--- src/rtl/bbr_defines.svh ---
// Address map constants and data values for the bit-band alias remapper
`ifndef BBR_DEFINES_SVH
`define BBR_DEFINES_SVH

// ----------------------------------------------------------------------
// Window bases
// ----------------------------------------------------------------------
`define BBR_SRAM_BAND_BASE 32'h2000_0000
`define BBR_SRAM_ALIAS_BASE 32'h2200_0000
`define BBR_PERI_BAND_BASE 32'h4000_0000
`define BBR_PERI_ALIAS_BASE 32'h4200_0000

// ----------------------------------------------------------------------
// Window geometry
// ----------------------------------------------------------------------
// Alias window is 32 MB: decode on address bits 31:25
`define BBR_ALIAS_DEC_LSB 25
// Bit-band region is 1 MB: byte offset is 20 bits wide
`define BBR_BAND_OFS_BITS 20
// Byte offset sits in alias bits 24:5, bit number in bits 4:2
`define BBR_OFS_LSB 5
`define BBR_BITNUM_LSB 2
`define BBR_BITNUM_BITS 3

// ----------------------------------------------------------------------
// Answer values
// ----------------------------------------------------------------------
`define BBR_BIT_CLEAR 32'h0000_0000
`define BBR_BIT_SET 32'h0000_0001

`endif

--- src/rtl/bbr_pkg.sv ---
// Types shared by the bit-band alias remapper
package bbr_pkg;

	// ------------------------------------------------------------------
	// Access size, kept unchanged across the remap
	// ------------------------------------------------------------------
	typedef enum logic [1:0] {
		BBR_SZ_BYTE = 2'h0,
		BBR_SZ_HALF = 2'h1,
		BBR_SZ_WORD = 2'h2
	} bbr_size_t;

	// ------------------------------------------------------------------
	// Request from the core data bus
	// ------------------------------------------------------------------
	typedef struct packed {
		logic [31:0] addr;
		logic [31:0] wdata;
		bbr_size_t size;
		logic write;
		logic fetch;
	} bbr_req_t;

	// ------------------------------------------------------------------
	// Command to the memory side
	// ------------------------------------------------------------------
	typedef struct packed {
		logic [31:0] addr;
		logic [31:0] wdata;
		bbr_size_t size;
		logic write;
		logic lock;
	} bbr_cmd_t;

	// ------------------------------------------------------------------
	// Result of alias decoding
	// ------------------------------------------------------------------
	typedef struct packed {
		logic remap;
		logic fault;
		logic [31:0] addr;
		logic [4:0] bitpos;
	} bbr_map_t;

endpackage : bbr_pkg

--- src/rtl/bbr_remap.sv ---
// Bit-band alias remapper between the core data bus and memory side
`timescale 1ns/1ns
`include "bbr_defines.svh"

module bbr_remap
	import bbr_pkg::*;
(
	input wire logic core_clk,
	input wire logic srst,
	input wire logic up_valid,
	input wire bbr_req_t up_req,
	output logic up_ready,
	output logic up_done,
	output logic [31:0] up_rdata,
	output logic up_err,
	output logic dn_valid,
	output bbr_cmd_t dn_cmd,
	input wire logic dn_ack,
	input wire logic [31:0] dn_rdata,
	input wire logic dn_err
);

	// ------------------------------------------------------------------
	// State
	// ------------------------------------------------------------------
	typedef enum logic [1:0] {
		ST_IDLE,
		ST_PASS,
		ST_BIT_RD,
		ST_BIT_WR
	} bbr_state_t;

	bbr_state_t state_reg, state_next;
	logic ready_reg, ready_next;
	logic done_reg, done_next;
	logic err_reg, err_next;
	logic [31:0] rdata_reg, rdata_next;
	logic dn_valid_reg, dn_valid_next;
	bbr_cmd_t cmd_reg, cmd_next;
	logic [4:0] bitpos_reg, bitpos_next;
	logic wbit_reg, wbit_next;
	logic is_wr_reg, is_wr_next;
	bbr_map_t map;
	logic [31:0] merged;

	// ------------------------------------------------------------------
	// Alias read answer
	// ------------------------------------------------------------------
	// The whole word reads as 0 or 1, whatever the other bits of the byte hold
	function automatic logic [31:0] bit_answer(input logic [31:0] word, input logic [4:0] pos);
		bit_answer = word[pos] ? `BBR_BIT_SET : `BBR_BIT_CLEAR;
	endfunction : bit_answer

	// ------------------------------------------------------------------
	// Alias decode
	// ------------------------------------------------------------------
	bbr_xlate u_xlate (
		.addr(up_req.addr),
		.size(up_req.size),
		.fetch(up_req.fetch),
		.map(map)
	);

	// ------------------------------------------------------------------
	// Next-state logic
	// ------------------------------------------------------------------
	always_comb begin
		state_next = state_reg;
		ready_next = ready_reg;
		done_next = 1'b0;
		err_next = err_reg;
		rdata_next = rdata_reg;
		dn_valid_next = dn_valid_reg;
		cmd_next = cmd_reg;
		bitpos_next = bitpos_reg;
		wbit_next = wbit_reg;
		is_wr_next = is_wr_reg;
		merged = dn_rdata;
		merged[bitpos_reg] = wbit_reg;
		case (state_reg)
			ST_IDLE: begin
				if (up_valid && ready_reg) begin
					err_next = 1'b0;
					rdata_next = `BBR_BIT_CLEAR;
					if (map.fault) begin
						// Answered at once, nothing reaches memory
						done_next = 1'b1;
						err_next = 1'b1;
					end else if (map.remap) begin
						ready_next = 1'b0;
						dn_valid_next = 1'b1;
						cmd_next.addr = map.addr;
						cmd_next.wdata = up_req.wdata;
						cmd_next.size = up_req.size;
						cmd_next.write = 1'b0;
						cmd_next.lock = 1'b1;
						bitpos_next = map.bitpos;
						wbit_next = up_req.wdata[0];
						is_wr_next = up_req.write;
						state_next = ST_BIT_RD;
					end else begin
						// Bit-band regions and fetches in SRAM alias pass as is
						ready_next = 1'b0;
						dn_valid_next = 1'b1;
						cmd_next.addr = up_req.addr;
						cmd_next.wdata = up_req.wdata;
						cmd_next.size = up_req.size;
						cmd_next.write = up_req.write;
						cmd_next.lock = 1'b0;
						state_next = ST_PASS;
					end
				end
			end
			ST_PASS: begin
				if (dn_ack) begin
					dn_valid_next = 1'b0;
					done_next = 1'b1;
					ready_next = 1'b1;
					err_next = dn_err;
					rdata_next = dn_rdata;
					state_next = ST_IDLE;
				end
			end
			ST_BIT_RD: begin
				if (dn_ack) begin
					// A failed read phase drops the write so no guessed word reaches memory
					if (dn_err || !is_wr_reg) begin
						dn_valid_next = 1'b0;
						cmd_next.lock = 1'b0;
						done_next = 1'b1;
						ready_next = 1'b1;
						err_next = dn_err;
						// An error answer reads as clear rather than as a guess
						rdata_next = dn_err ? `BBR_BIT_CLEAR :
							bit_answer(dn_rdata, bitpos_reg);
						state_next = ST_IDLE;
					end else begin
						// Write phase follows with no idle cycle, lock held
						cmd_next.write = 1'b1;
						cmd_next.wdata = merged;
						state_next = ST_BIT_WR;
					end
				end
			end
			ST_BIT_WR: begin
				// Lock drops with the write acknowledge here; a read or failed read phase drops it at the read acknowledge
				if (dn_ack) begin
					dn_valid_next = 1'b0;
					cmd_next.lock = 1'b0;
					cmd_next.write = 1'b0;
					done_next = 1'b1;
					ready_next = 1'b1;
					err_next = dn_err;
					state_next = ST_IDLE;
				end
			end
			default: begin
				state_next = ST_IDLE;
				ready_next = 1'b1;
				dn_valid_next = 1'b0;
				cmd_next.lock = 1'b0;
			end
		endcase
	end

	// ------------------------------------------------------------------
	// Registers
	// ------------------------------------------------------------------
	always_ff @(posedge core_clk) begin
		if (srst) begin
			state_reg <= ST_IDLE;
			ready_reg <= 1'b1;
			done_reg <= 1'b0;
			err_reg <= 1'b0;
			rdata_reg <= `BBR_BIT_CLEAR;
			dn_valid_reg <= 1'b0;
			cmd_reg <= '0;
			bitpos_reg <= 5'h00;
			wbit_reg <= 1'b0;
			is_wr_reg <= 1'b0;
		end else begin
			state_reg <= state_next;
			ready_reg <= ready_next;
			done_reg <= done_next;
			err_reg <= err_next;
			rdata_reg <= rdata_next;
			dn_valid_reg <= dn_valid_next;
			cmd_reg <= cmd_next;
			bitpos_reg <= bitpos_next;
			wbit_reg <= wbit_next;
			is_wr_reg <= is_wr_next;
		end
	end

	// ------------------------------------------------------------------
	// Outputs
	// ------------------------------------------------------------------
	// Every output is a flip-flop, so the memory side never sees decode glitches
	assign up_ready = ready_reg;
	assign up_done = done_reg;
	assign up_err = err_reg;
	assign up_rdata = rdata_reg;
	assign dn_valid = dn_valid_reg;
	assign dn_cmd = cmd_reg;

endmodule : bbr_remap

--- src/rtl/bbr_xlate.sv ---
// Alias address decoder and translator for the bit-band remapper
`timescale 1ns/1ns
`include "bbr_defines.svh"

module bbr_xlate
	import bbr_pkg::*;
(
	input wire logic [31:0] addr,
	input wire bbr_size_t size,
	input wire logic fetch,
	output bbr_map_t map
);

	localparam int DL = `BBR_ALIAS_DEC_LSB;
	localparam logic [31:0] SRAM_AB = `BBR_SRAM_ALIAS_BASE;
	localparam logic [31:0] PERI_AB = `BBR_PERI_ALIAS_BASE;

	logic in_sram;
	logic in_peri;
	logic [`BBR_BAND_OFS_BITS-1:0] ofs;
	logic [`BBR_BITNUM_BITS-1:0] bitnum;
	logic [31:0] band_byte;

	always_comb begin
		in_sram = (addr[31:DL] == SRAM_AB[31:DL]);
		in_peri = (addr[31:DL] == PERI_AB[31:DL]);
		// Offset times 32 plus bit times 4, inverted
		ofs = addr[`BBR_OFS_LSB +: `BBR_BAND_OFS_BITS];
		bitnum = addr[`BBR_BITNUM_LSB +: `BBR_BITNUM_BITS];
		band_byte = (in_peri ? `BBR_PERI_BAND_BASE : `BBR_SRAM_BAND_BASE)
			| {12'h000, ofs};
		map.remap = (in_sram || in_peri) && !fetch;
		map.fault = in_peri && fetch;
		// Align the bit-band address to the access size so the size is kept
		case (size)
			BBR_SZ_WORD: map.addr = {band_byte[31:2], 2'b00};
			BBR_SZ_HALF: map.addr = {band_byte[31:1], 1'b0};
			default: map.addr = band_byte;
		endcase
		// Little-endian lane: byte lane times 8 plus bit number
		map.bitpos = {band_byte[1:0], bitnum};
	end

endmodule : bbr_xlate

--- config.mk ---
export PLATFORM = sky130hd
export DESIGN_NAME = bbr_remap
export DESIGN_NICKNAME = d
export VERILOG_FILES = /design/src/rtl/bbr_pkg.sv /design/src/rtl/bbr_remap.sv /design/src/rtl/bbr_xlate.sv
export VERILOG_INCLUDE_DIRS = /design/src /design/src/rtl
export SDC_FILE = /design/constraint.sdc
export NUM_CORES = 1
export LEC_CHECK = 0
export BUFFER_PORTS_ARGS = -buffer_cell sky130_fd_sc_hd__buf_2
export CORE_MARGIN = 2
export CORE_UTILIZATION = 51
export CTS_BUF_LIST = sky130_fd_sc_hd__clkbuf_2
export CTS_CLUSTER_DIAMETER = 30
export DETAILED_ROUTE_END_ITERATION = 12
export PLACE_DENSITY = 0.93
export RECOVER_POWER = 25
export SYNTH_ARGS = -nofsm -noshare
export SYNTH_HDL_FRONTEND = slang
export SYNTH_SLANG_ARGS = --single-unit
export TNS_END_PERCENT = 10
--- constraint.sdc ---
create_clock -name core_clk -period 2.9 [get_ports core_clk]
set_clock_uncertainty 0.2 [all_clocks]
set_input_delay 0.58 -clock core_clk [delete_from_list [all_inputs] [get_ports core_clk]]
set_output_delay 0.58 -clock core_clk [all_outputs]
set_load 0.01 [all_outputs]
==> flow_summary.yaml <==
synthesis:
  synth-edff-count: 0
  synth_top_area_frac: 0.397
  yosysSeqAreaShare: 0.397
  synth_commonest_cells: "dfxtp_1 (113), nand2_1 (98), nor2_1 (93)"
  syn_area_um2: 5700
  ys_types: 48
  synth_top_area_cell: "dfxtp_1"
  synth_seq_cells: 113
  yosysMostFrequentCell: "dfxtp_1"
  synth.area.top_cells: "dfxtp_1 (40%), mux2_2 (6.7%), nand2_1 (6.5%)"
  synth_nets: 799
  ys.flop_type: "dfxtp_1"
  ys_async_sr_fraction: 0
  synth_warnings: 0
  syn-instance-count: 687
  synth.avg_cell_area_um2: 8.29
global_route:
  grtUsageMet2: 0.486
  overflow: 0
  grt_util_all_layers: 0.315
  met1_usage: 0.395
  grt_use_met3: 0.0794
  grt_pass1_vias: 5927
  antenna_found_initial: 3
  grt-busiest-layer: "met2"
  grt_pass1_wl_um: 29300
  grt_max_degree: 65
cts:
  cts-root-buf: "clkbuf_2"
  tritoncts: "done"
  cts_max_path_buffers: 2
  worstSkewPairLatency_ns: 0.65
  clkTransAtPathRegs_ns: 0.23
  clock-sinks: 113
  htree_levels: 4
  cts_buffers: 17
sta:
  setup_viol: 0
  finalMaxSlewViolations: 0
  period_needed_ns: 2.71
  worstMarginPinSlew_ns: 1.13
  relSlewSlack: 0.246
  hold_viol_final: 0
  max_freq_mhz: 369
  rsz0062_at_grt: "no"
  post-route-period-util: 0.934
  tns_ns: 0
route:
  drc: 0
  first_pass_iters: 6
  vias: 6513
  avgViaCountPerCell: 6.00
  drt_iter0_markers: 944
  ant_nets: 0
  routedWlPerCell_um: 18.4
  routed_wl_um: 19900
worst_setup_path:
  r2r-end: "dn_cmd[21]"
  cp_max_fo: 64
  worstPathRequired_ns: 3.27
  r2r_start: "state_reg[0]"
  arrival_ns: 3.08
  max_stage_delay_ns: 0.60
  rr_worst_depth: 9
  r2r_setup_slack_ns: 0.20
  cp_top_family: "compound AO/OA/AOI/OAI gates"
  slowest_stage: "or4b_4"
  path_cells: "dlygate4sd3_1 > buf_2 > or4b_4 > o31ai_4 > a21oi_4 > buf_12 > a211oi_1"
  startpoint_type: "primary input"
  setup.worst_path.class: "in2reg"
  critPathCaptureType: "register"
  worst-path-buf-inv: 3
status:
  status: "completed"
floorplan:
  start_util: 0.523
  rows: 38
  die_w_um: 110
  coreArea_um2: 10900
  die_h_um: 110
  die_area_um2: 12000
  ios: 209
placement:
  gp_congestion: 0.879
  dp_hpwl_um: 12300
  io_buffers: 208
  place_inst: 988
  dpl-instance-area_um2: 6780
finish:
  fin_util: 0.696
  drive_gt1_frac: 0.265
  num-fill-cells: 819
  multi_input_area_um2: 3110
  final_cell_count_no_fill: 1085
  area_growth_pct: 33.0
  largest_reg_flops: 68
  layout.nets: 1042
  seqCellArea_um2: 2260
  fin_area_um2: 7570
hold_path:
  hp-class: "in2reg"
  min_path_cells: 3
  hold_path_end: "up_rdata[28]"
  worstHoldStart: "dn_rdata[28]"
pwr:
  vdd_drop_max_mv: 0.779
  p_leak_nw: 3.06
  power.total_mw: 6.00
  power.density_nw_per_um2: 792
flow_run:
  maxCapViolations: 0
==> metal layers <==
layer / part of all wire / up-vias
met2: 0.45 / 473
li1: - / 2944
met4: 0.064 / 0
met3: 0.089 / 132
met1: 0.39 / 2964
met5: 0 / -
==> placed cells by master (no fill, tap or decap), types with 4 or more instances in the layout <==
cell	synthesis	final
o21ai_0	4	4
dlygate4sd3_1	0	63
inv_1	8	8
nor3_1	11	11
o22ai_1	5	5
a22oi_1	33	33
mux2_2	34	34
a311oi_1	21	21
ha_1	7	7
nand3_1	42	42
buf_4	2	14
clkinv_4	0	4
nor2b_1	4	4
nand2b_1	4	4
a211oi_1	34	34
clkbuf_1	35	54
mux2i_1	23	23
nor2_1	93	92
inv_6	0	4
dfxtp_1	113	113
a21oi_1	54	54
nand3b_1	5	5
buf_2	16	153
clkbuf_2	1	17
nand2_1	98	98
==> through the flow <==
stage / hold WS, ns / setup WS, ns
5_1_grt: 0.00314 / 0.0835
3_5_place_dp: 0.243 / 0.197
3_3_place_gp: 0.236 / 0.238
6_report: 0.0218 / 0.191
2_1_floorplan: 0.276 / 0.465
4_1_cts: 0.00414 / 0.182
==> kinds of logic after synthesis <==
kind of cell	after synthesis	share of synthesized area
simple gates	273	0.213
compound gates	162	0.196
flops	113	0.397
buf+inv	72	0.0617
mux	59	0.116
fa+ha+maj	7	0.0154
xor+xnor	1	0.00154
==> final cells by class <==
cell class,count,area share
clock buffers,17,0.0112
flip-flops and latches,113,0.299
well taps,140,0.0231
diodes,3,0.000991
clock inverters,14,0.0175
multi-input cells,502,0.410
inverters,8,0.00396
repair buffers,288,0.234
==> where the power goes <==
part / switching, mW / internal [mW]
sequential: 0.207 / 1.93
clock: 0.696 / 0.316
combinational: 1.78 / 1.07
total: 2.69 / 3.31
==> worst reg2reg max path, stage by stage, from the launching register on <==
cell and delay (ns):
dfxtp_1 0.40, inv_1 0.12, ha_1 0.28, buf_6 0.31, and3b_2 0.32, a22oi_1 0.12, a21oi_4 0.15, buf_12 0.25
nor2_1 0.13, a211oi_1 0.35
==> worst max-delay path by stage <==
stage	start	endpoint	slack, ns	cells after the start
floorplan	up_req[64]	dn_valid	0.47	5
CTS	state_reg[0]	dn_cmd[26]	0.18	9
global route	state_reg[0]	dn_cmd[21]	0.08	9
detailed placement	up_req[64]	dn_valid	0.20	6
global placement	up_req[64]	dn_cmd[4]	0.24	7
finish	up_req[64]	dn_cmd[21]	0.19	7
==> timing repair <==
item,in CTS,in global routing
gates resized for setup,0,2
setup buffers,0,0
hold buffers,56,7
hold endpoints to repair,58,7
setup endpoints to repair,0,9
No activity file was read; power rests on OpenSTA's default activity.
